===== src/pkg/hbbrk_pkg.sv =====
package hbbrk_pkg;
  localparam int HBBRK_CLK_HZ = 20000000;
  localparam int HBBRK_NUM_BRIDGES = 4;
  localparam logic [1:0] HBBRK_MODE_OFF = 2'h0;
  localparam logic [1:0] HBBRK_MODE_LS_PWM = 2'h1;
  localparam logic [1:0] HBBRK_MODE_HS_PWM = 2'h2;
  localparam logic [2:0] HBBRK_OPM_INIT = 3'h0;
  localparam logic [2:0] HBBRK_OPM_NORMAL = 3'h1;
  localparam logic [2:0] HBBRK_OPM_STOP = 3'h2;
  localparam logic [2:0] HBBRK_OPM_SLEEP = 3'h3;
  localparam logic [2:0] HBBRK_OPM_FAILSAFE = 3'h4;
  localparam logic [2:0] HBBRK_OPM_RESTART = 3'h5;
  localparam logic HBBRK_MOSFET_LEVEL_SELECT_RST = 1'b0;
  localparam logic HBBRK_AUTO_STAGE_RST = 1'b0;
  localparam logic HBBRK_FMOD_RST = 1'b1;
  localparam int HBBRK_FMOD_HZ10 = 156000;
  localparam int HBBRK_FMOD_HALF_CYC = HBBRK_CLK_HZ * 10 / HBBRK_FMOD_HZ10 / 2;
  localparam int HBBRK_CCP_W = 8;
  localparam int HBBRK_BRAKE_TON_NS = 100;
  localparam int HBBRK_BRAKE_TON_CYC =
    (HBBRK_BRAKE_TON_NS * 20 + 999) / 1000;
  localparam int HBBRK_PUMP_OFF_NS = 100;
  localparam int HBBRK_PUMP_OFF_CYC =
    (HBBRK_PUMP_OFF_NS * 20 + 999) / 1000;
  typedef enum logic [4:0] {
    HBBRK_ST_IDLE = 5'h01,
    HBBRK_ST_ACTOFF = 5'h02,
    HBBRK_ST_PUMPOFF = 5'h04,
    HBBRK_ST_SLAM = 5'h08,
    HBBRK_ST_PARK = 5'h10
  } hbbrk_state_t;
  function automatic logic hbbrk_is_active(input logic [1:0] m);
    return (m == HBBRK_MODE_LS_PWM) || (m == HBBRK_MODE_HS_PWM);
  endfunction : hbbrk_is_active
endpackage : hbbrk_pkg


===== src/design/hbbrk_ccp_timer.sv =====
`timescale 1ns/10ps
module hbbrk_ccp_timer
  import hbbrk_pkg::*;
(
  input wire logic ref_clk, // Clock.
  input wire logic sys_rst, // Synchronous reset.
  input wire logic start, // Start pulse.
  input wire logic [HBBRK_CCP_W-1:0] ccp_time, // Time in cycles.
  output logic busy // Counting.
);
  logic [HBBRK_CCP_W-1:0] cnt;
  logic [HBBRK_CCP_W-1:0] next_cnt;

  always_comb begin
    next_cnt = cnt;
    if (start) begin
      next_cnt = (ccp_time == '0) ? HBBRK_CCP_W'(1) : ccp_time;
    end else if (cnt != '0) begin
      next_cnt = cnt - HBBRK_CCP_W'(1);
    end
  end

  always_ff @(posedge ref_clk) begin
    if (sys_rst) begin
      cnt <= '0;
    end else begin
      cnt <= next_cnt;
    end
  end

  assign busy = (cnt != '0);
endmodule : hbbrk_ccp_timer


===== src/design/hbbrk_sequencer.sv =====
`timescale 1ns/10ps
module hbbrk_sequencer
  import hbbrk_pkg::*;
(
  input wire logic ref_clk, // 20 MHz clock.
  input wire logic sys_rst, // Synchronous reset, active high.
  input wire logic [2:0] op_mode, // Device operating mode.
  input wire logic slam_request, // Slam brake request bit.
  input wire logic parking_brake_enable, // Parking brake enable bit.
  input wire logic [7:0] bridge_mode_field, // Two bits per bridge.
  input wire logic [31:0] cross_current_protect_time, // Cycles per bridge.
  input wire logic [3:0] slam_ls_disable, // Per low-side slam disable.
  input wire logic pump_enable_bit, // Charge pump enable.
  input wire logic pwm_one_input, // External PWM1 pin.
  input wire logic [3:0] hs_normal, // Normal-mode high-side gate request.
  input wire logic [3:0] ls_normal, // Normal-mode low-side gate request.
  input wire logic mosfet_level_select, // 0 logic, 1 normal level.
  input wire logic pump_auto_stage_select, // Automatic stage switching.
  input wire logic pump_freq_mod_enable, // Frequency modulation enable.
  input wire logic supply_above_threshold, // Supply above stage threshold.
  output logic [3:0] hs_gate_on, // High-side gate drive.
  output logic [3:0] ls_gate_on, // Low-side gate drive.
  output logic [3:0] active_off, // Active static discharge.
  output logic [3:0] hs_passive_dis, // High-side passive discharge.
  output logic [3:0] ls_passive_dis, // Low-side passive discharge.
  output logic pump_on, // Charge pump running.
  output logic pump_normal_level, // Pump regulation target.
  output logic pump_single_stage, // Single-stage operation.
  output logic pump_fmod_clk, // Modulation square wave.
  output logic brake_active // Slam or park braking engaged.
);
  hbbrk_state_t state;
  hbbrk_state_t next_state;
  logic [3:0] hs_gate_on_q, ls_gate_on_q, act_q, hsp_q, lsp_q;
  logic [3:0] next_hs, next_ls, next_act, next_hsp, next_lsp;
  logic pump_q, lvl_q, stg_q, fclk_q, brk_q;
  logic next_pump, next_lvl, next_stg, next_fclk, next_brk;
  logic [15:0] fcnt;
  logic [15:0] next_fcnt;
  logic [3:0] pcnt;
  logic [3:0] next_pcnt;
  logic [3:0] tmr_busy;
  logic [3:0] tmr_start;
  logic park_req, slam_ok, in_normal;

  assign in_normal = (op_mode == HBBRK_OPM_NORMAL);
  assign slam_ok = in_normal && slam_request;
  assign park_req = parking_brake_enable &&
    (op_mode == HBBRK_OPM_SLEEP || op_mode == HBBRK_OPM_STOP);

  genvar g;
  generate
    for (g = 0; g < HBBRK_NUM_BRIDGES; g++) begin : g_ccp
      assign tmr_start[g] = (state == HBBRK_ST_IDLE) &&
        (slam_ok || park_req) &&
        hbbrk_is_active(bridge_mode_field[2*g+:2]);
      hbbrk_ccp_timer u_tmr (
        .ref_clk(ref_clk),
        .sys_rst(sys_rst),
        .start(tmr_start[g]),
        .ccp_time(cross_current_protect_time[8*g+:8]),
        .busy(tmr_busy[g])
      );
    end
  endgenerate

  always_comb begin
    next_state = state;
    next_pcnt = '0;
    next_act = '0;
    next_hs = '0;
    next_ls = '0;
    next_hsp = 4'hf;
    next_lsp = 4'hf;
    next_pump = 1'b0;
    next_brk = 1'b1;
    unique case (state)
      HBBRK_ST_IDLE: begin
        next_brk = 1'b0;
        if (slam_ok || park_req) begin
          next_state = HBBRK_ST_ACTOFF;
          next_act = tmr_start;
          next_pump = pump_enable_bit;
        end else if (in_normal) begin
          next_hs = hs_normal;
          next_ls = ls_normal;
          next_pump = pump_enable_bit;
          next_hsp = pump_enable_bit ? 4'h0 : 4'hf;
          next_lsp = next_hsp;
        end
      end
      HBBRK_ST_ACTOFF: begin
        next_act = tmr_busy;
        next_pump = pump_enable_bit;
        if (tmr_busy == '0) begin
          next_state = HBBRK_ST_PUMPOFF;
          next_act = '0;
          next_pump = 1'b0;
        end
      end
      HBBRK_ST_PUMPOFF: begin
        next_pcnt = pcnt + 4'h1;
        if (pcnt >= 4'(HBBRK_PUMP_OFF_CYC - 1)) begin
          next_state = slam_ok ? HBBRK_ST_SLAM :
            (park_req ? HBBRK_ST_PARK : HBBRK_ST_IDLE);
          next_pcnt = '0;
        end
        if (!slam_ok && !park_req) begin
          next_state = HBBRK_ST_IDLE;
        end
      end
      HBBRK_ST_SLAM: begin
        next_ls = {4{pwm_one_input}} & ~slam_ls_disable;
        next_lsp = ~next_ls;
        if (!slam_ok) begin
          next_state = HBBRK_ST_IDLE;
          next_ls = '0;
          next_lsp = 4'hf;
        end
      end
      HBBRK_ST_PARK: begin
        next_lsp = 4'h0;
        next_ls = {4{pwm_one_input}};
        if (!park_req) begin
          next_state = HBBRK_ST_IDLE;
          next_ls = '0;
          next_lsp = 4'hf;
        end
      end
      default: begin
        next_state = HBBRK_ST_IDLE;
      end
    endcase
  end

  always_ff @(posedge ref_clk) begin
    if (sys_rst) begin
      state <= HBBRK_ST_IDLE;
      pcnt <= '0;
      act_q <= '0;
      hs_gate_on_q <= '0;
      ls_gate_on_q <= '0;
      hsp_q <= 4'hf;
      lsp_q <= 4'hf;
      pump_q <= 1'b0;
      brk_q <= 1'b0;
    end else begin
      state <= next_state;
      pcnt <= next_pcnt;
      act_q <= next_act;
      hs_gate_on_q <= next_hs;
      ls_gate_on_q <= next_ls;
      hsp_q <= next_hsp;
      lsp_q <= next_lsp;
      pump_q <= next_pump;
      brk_q <= next_brk;
    end
  end

  // Stage and level settings are registered so outputs come from flops.
  always_comb begin
    next_lvl = mosfet_level_select;
    next_stg = pump_auto_stage_select && supply_above_threshold;
    next_fcnt = fcnt + 16'h1;
    next_fclk = fclk_q;
    if (!pump_freq_mod_enable) begin
      next_fcnt = '0;
      next_fclk = 1'b0;
    end else if (fcnt >= 16'(HBBRK_FMOD_HALF_CYC - 1)) begin
      next_fcnt = '0;
      next_fclk = ~fclk_q;
    end
  end

  always_ff @(posedge ref_clk) begin
    if (sys_rst) begin
      lvl_q <= HBBRK_MOSFET_LEVEL_SELECT_RST;
      stg_q <= HBBRK_AUTO_STAGE_RST;
      fcnt <= '0;
      fclk_q <= 1'b0;
    end else begin
      lvl_q <= next_lvl;
      stg_q <= next_stg;
      fcnt <= next_fcnt;
      fclk_q <= next_fclk;
    end
  end

  assign hs_gate_on = hs_gate_on_q;
  assign ls_gate_on = ls_gate_on_q;
  assign active_off = act_q;
  assign hs_passive_dis = hsp_q;
  assign ls_passive_dis = lsp_q;
  assign pump_on = pump_q;
  assign pump_normal_level = lvl_q;
  assign pump_single_stage = stg_q;
  assign pump_fmod_clk = fclk_q;
  assign brake_active = brk_q;
endmodule : hbbrk_sequencer


===== config.mk =====
export PLATFORM = sky130hd
export DESIGN_NAME = hbbrk_sequencer
export DESIGN_NICKNAME = d
export VERILOG_FILES = /design/src/pkg/hbbrk_pkg.sv /design/src/design/hbbrk_ccp_timer.sv /design/src/design/hbbrk_sequencer.sv
export SDC_FILE = /design/constraint.sdc
export NUM_CORES = 1
export LEC_CHECK = 0
export ABC_AREA = 0
export BUFFER_PORTS_ARGS = -buffer_cell sky130_fd_sc_hd__clkbuf_2
export CAP_MARGIN = 20
export CORE_ASPECT_RATIO = 0.8
export CORE_MARGIN = 1.5
export CORE_UTILIZATION = 45
export DETAILED_ROUTE_END_ITERATION = 12
export PLACE_DENSITY = 0.69
export SLEW_MARGIN = 25
export SYNTH_ARGS = -nofsm -noshare
export SYNTH_HDL_FRONTEND = slang
export SYNTH_SLANG_ARGS = --single-unit

===== constraint.sdc =====
create_clock -name ref_clk -period 2.6 [get_ports ref_clk]
set_input_delay 0.13 -clock ref_clk [delete_from_list [all_inputs] [get_ports ref_clk]]
set_output_delay 0.13 -clock ref_clk [all_outputs]
set_load 0.05 [all_outputs]

==> qor.yml, run 1 <==
status:
  status: "finished clean"
synthesis:
  yosysSeqAreaShare_pct: 41.70
  synth_simple_gate_area_share_pct: 25.44
  synth_xor_area_share_pct: 5.774
  syn-cell-area_um2: 3792
  ys.flop_type: "dfxtp_1"
  syn_inst: 431
  yosys_warnings: 0
  synth_edf_count: 0
  yosys_register_bits: 79
  synth.distinct_cells: 57
  synth.area.mux_share_pct: 1.056
  synth_compound_area_share_pct: 18.64
  syn_avg_cell_area_um2: 8.799
  async_flop_share_pct: 0
  synth_top_family_by_area: "simple AND/OR/NAND/NOR gates"
  synthAdderAreaFrac_pct: 3.629
timing:
  fin_tns_setup_ns: 0
  drv_slew: 0
  worst_pin_slew_ns: 0.9136
  rsz0062_at_grt: "no"
  fin_skew_ns: 0.01227
  period_needed_ns: 2.180
  holdWs_ns: 0.01429
  hold_viol_final: 0
  fin_crit_sh_pct: 83.84
  max_slew_margin_pct: 39.03
  setup_violations: 0
  fmax_ghz: 0.4587
setup_path:
  crit_path_max_fanout: 8
  worst_path_max_delay_cell: "nor4b_1"
  r2r_cells: 6
  cp_cell_sequence: "inv_1 -> ha_1 -> nor4b_1 -> nand2_1 -> o31ai_1 -> a211oi_1"
  critPathMaxStageDelay_ns: 0.54
  worst_ep_arrival_time_ns: 2.40
  rrSetupSlack_ns: 0.42
  r2r-start: "g_ccp[2].u_tmr.cnt[0]"
  path_class: "flop to flop"
  worstPathRequired_ns: 2.82
  startpoint_type: "flop"
  crit_path_end_kind: "flop"
  reg2reg_to: "state[1]"
min_path:
  min_to: "pump_single_stage"
  hold_start: "supply_above_threshold"
  hold_path_class: "input pin to flop"
  holdPathStages: 2
placed_design:
  place.gp.congestion: 0.8784
  dp.final_hpwl_um: 6834
  dp.cells: 624
  portBuffers: 89
  postPlaceCellArea_um2: 4368
global_route:
  grt_max_degree: 26
  grt_pass1_wl_um: 15000
  gr-total-overflow: 0
  antenna_found_initial: 0
  grt_pass1_vias: 3316
  track_usage_pct: 20.92
layout:
  finish.instance_area_um2: 4676
  n_fill_cell: 748
  multi_input_area_um2: 2101
  n_antenna_cell: 0
  regArea_um2: 1582
  final_layout_size_suffix_gt1_share_pct: 22.69
  fin_cells: 650
  final_nets: 613
  syn_to_final_growth_pct: 23.29
drt:
  routed_via_density: 5.551
  drc: 0
  dr.pass1.iters: 5
  post_drt_wl_per_cell_um: 14.46
  postRouteAntennaNets: 0
  vias: 3608
  routed_wl_um: 9400
  drt_iter0_markers: 181
power_and_ir_drop:
  ir_drop_v: 0.0004934
  p_leak_nw: 1.910
  total_power_w: 0.004362
  p_per_area_nw_per_um2: 933.0
floorplanning:
  die_area_um2: 8991
  fp.dieW_um: 105.6
  fp-row-count: 29
  coreArea_um2: 8055
  die_h_um: 85.11
  start_util_pct: 47.08
  io_pins: 90
clock_tree:
  clkSinkCount: 79
  cts-root-buf: "clkbuf_8"
  htree_levels: 3
  cts_tree: "built"
  clk_pin_slew_ns: 0.08
  cts_buffers: 9
  clk_path_buf_depth: 2
  clk_latency_ns: 0.35
run:
  maxCapViolations: 0
[timing repair]
action                                  CTS  global route
hold buffers                             10             0
buffers inserted                          0             0
resized for setup                         0             0
endpoints found under the setup margin    0             0
endpoints found under the hold margin    10             0
[layer usage]
layer  GRT usage [%]  up-vias  part of all wire (%)
met1           25.54     1686                    45
met5               0        -                     0
li1                -     1789                     -
met4           8.231        0                   1.5
met3           5.223       15                   5.1
met2           35.71      118                    48
[flip-flops by register name, indices dropped and copies added, names as in the netlist]
signal,count
g_ccp.u_tmr.cnt,32
fcnt,16
state,5
active_off,4
hs_gate_on,4
ls_gate_on,4
ls_passive_dis,4
pcnt,4
brake_active,1
hs_passive_dis,1
pump_fmod_clk,1
pump_normal_level,1
pump_on,1
pump_single_stage,1
[worst max-delay path: cells and delay by family (launching register included)]
family | cells | cell delay, ns
flops | 1 | 0.34
buf+inv | 1 | 0.06
fa+ha+maj | 1 | 0.20
simple gates | 2 | 0.89
compound gates | 2 | 0.56
[cells in the final DEF, fill, tap and decap left out, drive strengths merged, types with 3 or more instances in the layout]
master	Yosys	layout
a21boi	5	5
a311oi	7	7
nand4	3	3
or3	8	8
buf	9	6
nor2	39	39
conb	1	7
o211ai	5	5
dfxtp	79	79
o2111a	4	4
a211oi	8	8
nor2b	3	3
xnor2	8	8
xor2	17	17
nor4b	4	4
a21oi	29	29
nand2b	3	3
and3	3	3
or4	8	8
o31ai	4	4
o2111ai	4	4
a31oi	6	6
nor4	10	10
nand3	20	20
a2111oi	3	3
clkinv	1	4
nor3b	6	6
and4	3	3
and2	5	5
nor3	17	17
mux2i	4	4
dlygate4sd3	0	10
inv	15	15
o21ai	13	13
nand2	37	37
ha	11	11
clkbuf	7	100
[logic make-up after synthesis]
| family | count (synthesis) |
|---|---|
| AOI/OAI and AO/OA | 100 |
| xor gates and xnor gates | 25 |
| adders and majority gates | 11 |
| buffers and inverters | 32 |
| DFF | 79 |
| muxes | 4 |
| other | 1 |
| and+or+nand+nor | 179 |
[power by group]
part	total, W	internal [W]	switching [W]
Combinational	0.00171	0.000789	0.000921
Sequential	0.00171	0.00145	0.000257
Clock	0.000943	0.000494	0.000449
[worst max path at each step]
stage,to,cells after the start,start
6_report,state[1],6,g_ccp[2].u_tmr.cnt[0]
3_5_place_dp,state[1],6,g_ccp[2].u_tmr.cnt[0]
4_1_cts,state[1],6,g_ccp[2].u_tmr.cnt[0]
3_3_place_gp,state[1],6,g_ccp[2].u_tmr.cnt[0]
2_1_floorplan,g_ccp[2].u_tmr.cnt[6],5,g_ccp[2].u_tmr.cnt[0]
5_1_grt,pump_on,6,g_ccp[2].u_tmr.cnt[0]
[stage by stage]
step,setup slack (ns),util (%)
floorplan,0.7565,-
global placement,0.5357,54.22
detailed placement,0.4536,54.22
CTS,0.4342,58.05
global route,0.2726,58.05
finish,0.4201,58.05
[cell type report]
class	instances	area share (%)
inverters	16	1.284
repair buffers	105	12.63
flip-flops and latches	79	33.82
clock buffers	11	3.238
clock inverters	5	1.204
well taps	108	2.890
multi-input cells	326	44.93
[cells in the mapped netlist (4+ instances only)]
cell | number | area [um2]
a211oi_1 | 8 | 60.06
a21boi_0 | 5 | 37.54
a21oi_1 | 29 | 145.1
xor2_1 | 17 | 148.9
o2111a_1 | 4 | 45.04
or4_1 | 7 | 52.55
or3_1 | 8 | 50.05
nor4b_1 | 4 | 35.03
nand2_1 | 37 | 138.9
and2_1 | 5 | 31.28
o31ai_1 | 4 | 30.03
buf_2 | 6 | 30.03
nor4_1 | 9 | 56.30
a31oi_1 | 6 | 37.54
inv_1 | 15 | 56.30
ha_1 | 11 | 137.6
xnor2_1 | 8 | 70.07
nand3_1 | 20 | 100.1
clkbuf_1 | 7 | 26.28
mux2i_1 | 4 | 40.04
nor3b_1 | 6 | 45.04
nor2_1 | 38 | 142.6
nor3_1 | 17 | 85.08
dfxtp_1 | 79 | 1582
a311oi_1 | 6 | 52.55
o211ai_1 | 5 | 37.54
o21ai_0 | 13 | 65.06
No activity file was read; power rests on OpenSTA's default activity.
==> inputs of run 2 (changes only) <==
Settings changed: PLACE_DENSITY 0.69 to 0.71.
Clock period 2.6 ns to 2 ns, I/O delays scaled along.
==> qor.yml, run 2 (synthesis gave the netlist of run 1 again) <==
status:
  status: "finished clean"  # unchanged
global_route:
  grt_max_degree: 23  # was 26
  antenna_found_initial: 0  # unchanged
  grt_pass1_vias: 3451  # was 3316
  grt_pass1_wl_um: 15240  # was 15000 um
  gr-total-overflow: 0  # unchanged
  track_usage_pct: 21.10  # was 20.92%
drt:
  drc: 0  # unchanged
  dr.pass1.iters: 5  # unchanged
  routed_wl_um: 9348  # was 9400 um
  post_drt_wl_per_cell_um: 13.89  # was 14.46 um
  vias: 3688  # was 3608
  postRouteAntennaNets: 0  # unchanged
  drt_iter0_markers: 148  # was 181
  routed_via_density: 5.480  # was 5.551
clock_tree:
  clk_path_buf_depth: 2  # unchanged
  clk_pin_slew_ns: 0.08  # about the same
  cts_tree: "built"  # unchanged
  cts-root-buf: "clkbuf_8"  # unchanged
  clkSinkCount: 79  # unchanged
  htree_levels: 3  # unchanged
  cts_buffers: 9  # unchanged
  clk_latency_ns: 0.35  # about the same
layout:
  multi_input_area_um2: 2103  # was 2101 um2
  final_cell_mix: "clkbuf_2, dfxtp_1, nor2_1"  # unchanged
  top_regs: "g_ccp.u_tmr.cnt: 32 flops, fcnt: 16 flops, state: 5 flops"  # unchanged
  final_nets: 637  # was 613
  syn_to_final_growth_pct: 28.74  # was 23.29%
  fin_cells: 673  # was 650
  n_antenna_cell: 0  # unchanged
  final_layout_size_suffix_gt1_share_pct: 23.54  # was 22.69%
  n_fill_cell: 738  # was 748
  final_common_cell: "clkbuf_2"  # unchanged
  largest_reg_flops: 32  # unchanged
  top_register: "g_ccp.u_tmr.cnt"  # unchanged
  regArea_um2: 1582  # unchanged
setup_path:
  crit_family: "simple AND/OR/NAND/NOR gates"  # unchanged
  path_buf_inv: 1  # unchanged
  r2r-start: "g_ccp[0].u_tmr.cnt[0]"  # was g_ccp[2].u_tmr.cnt[0]
  worstPathRequired_ns: 2.23  # was 2.82 ns
  worst_path_max_delay_cell: "o31ai_1"  # was nor4b_1
  critPathMaxStageDelay_ns: 0.40  # was 0.54 ns
  cp_cell_sequence: "inv_1 -> ha_1 -> nor3b_1 -> nand4_1 -> o31ai_1 -> a211oi_1"  # was inv_1 -> ha_1 -> nor4b_1 -> nand2_1 -> o31ai_1 -> a211oi_1
  path_class: "flop to flop"  # unchanged
  startpoint_type: "flop"  # unchanged
  worst_ep_arrival_time_ns: 2.15  # was 2.40 ns
  cp-startpoint: "g_ccp[0].u_tmr.cnt[0]"  # was g_ccp[2].u_tmr.cnt[0]
  crit_path_max_fanout: 5  # was 8
  crit_path_end_kind: "flop"  # unchanged
min_path:
  hold_start: "cross_current_protect_time[10]"  # was supply_above_threshold
  hold_path_class: "input pin to flop"  # unchanged
timing:
  fin_crit_sh_pct: 96.06  # was 83.84%
  fmax_ghz: 0.5205  # was 0.4587 GHz
  hold_viol_final: 0  # unchanged
  fin_skew_ns: 0.009204  # was 0.01227 ns
  max_slew_margin_pct: 64.51  # was 39.03%
  fin_tns_setup_ns: 0  # unchanged
  worst_pin_slew_ns: 0.5324  # was 0.9136 ns
  holdWs_ns: 0.008145  # was 0.01429 ns
  drv_slew: 0  # unchanged
  setup_violations: 0  # unchanged
  rsz0062_at_grt: "no"  # unchanged
  period_needed_ns: 1.921  # was 2.180 ns
floorplanning:
  start_util_pct: 47.08  # unchanged
  die_area_um2: 8991  # unchanged
  coreArea_um2: 8055  # unchanged
  fp-row-count: 29  # unchanged
  fp.dieW_um: 105.6  # unchanged
  die_h_um: 85.11  # unchanged
  io_pins: 90  # unchanged
power_and_ir_drop:
  p_per_area_nw_per_um2: 1183  # was 933.0 nW/um2
  ir_drop_v: 0.0008127  # was 0.0004934 V
  p_leak_nw: 2.015  # was 1.910 nW
run:
  maxCapViolations: 0  # unchanged
placed_design:
  portBuffers: 89  # unchanged
  dp.final_hpwl_um: 6790  # was 6834 um
  dp.cells: 634  # was 624
  place.gp.congestion: 0.8826  # was 0.8784
-- run 2: cell types whose count changed in the layout (fill, tap and decap cells not counted) --
cell | before | now
buf_4 | 6 | 16
clkinv_2 | 2 | 3
clkinv_4 | 1 | 0
clkinvlp_4 | 1 | 0
dlygate4sd3_1 | 10 | 24
ha_1 | 11 | 10
ha_2 | 0 | 1
-- run 2: timing repair --
item                                    CTS  global route
endpoints found under the setup margin    0             1
hold buffers                             24             0
resized for setup                         0             1
buffers inserted                          0             0
hold endpoints to repair                 23             0
-- run 2: through the flow --
| stage | instance area [um2] | total power (W) | setup WS [ns] | util (%) |
|---|---|---|---|---|
| finish | 4882 | 0.005777 | 0.07873 | 60.61 |
| global route | 4882 | 0.006187 | 0.008759 | 60.61 |
| CTS | 4880 | 0.005795 | 0.06904 | 60.58 |
| detailed placement | 4443 | 0.004553 | 0.07784 | 55.16 |
| global placement | 4443 | 0.004478 | 0.1343 | 55.16 |
| floorplan | 3815 | 0.003888 | 0.1565 | - |
-- run 2: worst paths after layout --
path | endpoint | slack (ns) | cells after the start
min | g_ccp[1].u_tmr.cnt[2] | 0.008 | 3
max reg2reg | state[1] | 0.08 | 6
max | state[1] | 0.08 | 6
min reg2reg | fcnt[0] | 0.48 | 1
-- run 2: area by class of cell --
type                    count  share of cell area [%]
multi-input cells         326                   43.08
well taps                 108                   2.768
clock buffers              11                   3.101
flip-flops and latches     79                   32.39
repair buffers            129                   16.50
clock inverters             4                  0.9226
inverters                  16                   1.230
-- run 2: worst register-to-register path: stages (launching register included) --
cell and delay (ns):
dfxtp_1 0.36, inv_1 0.10, ha_1 0.20, nor3b_1 0.39, nand4_1 0.23, o31ai_1 0.40, a211oi_1 0.13
-- run 2: metal layers --
layer | share of wire [%] | track usage (%) | wire length (um)
met2 | 49 | 36.96 | 4587
met3 | 5.3 | 4.301 | 497
met4 | 1.1 | 7.617 | 102
met5 | 0 | 0 | 0
met1 | 45 | 25.86 | 4160
-- run 2: where the power goes --
group          switching, W  total [W]  internal [W]
clock network      0.000553    0.00118      0.000631
logic               0.00121    0.00238       0.00117
registers          0.000323    0.00221       0.00189
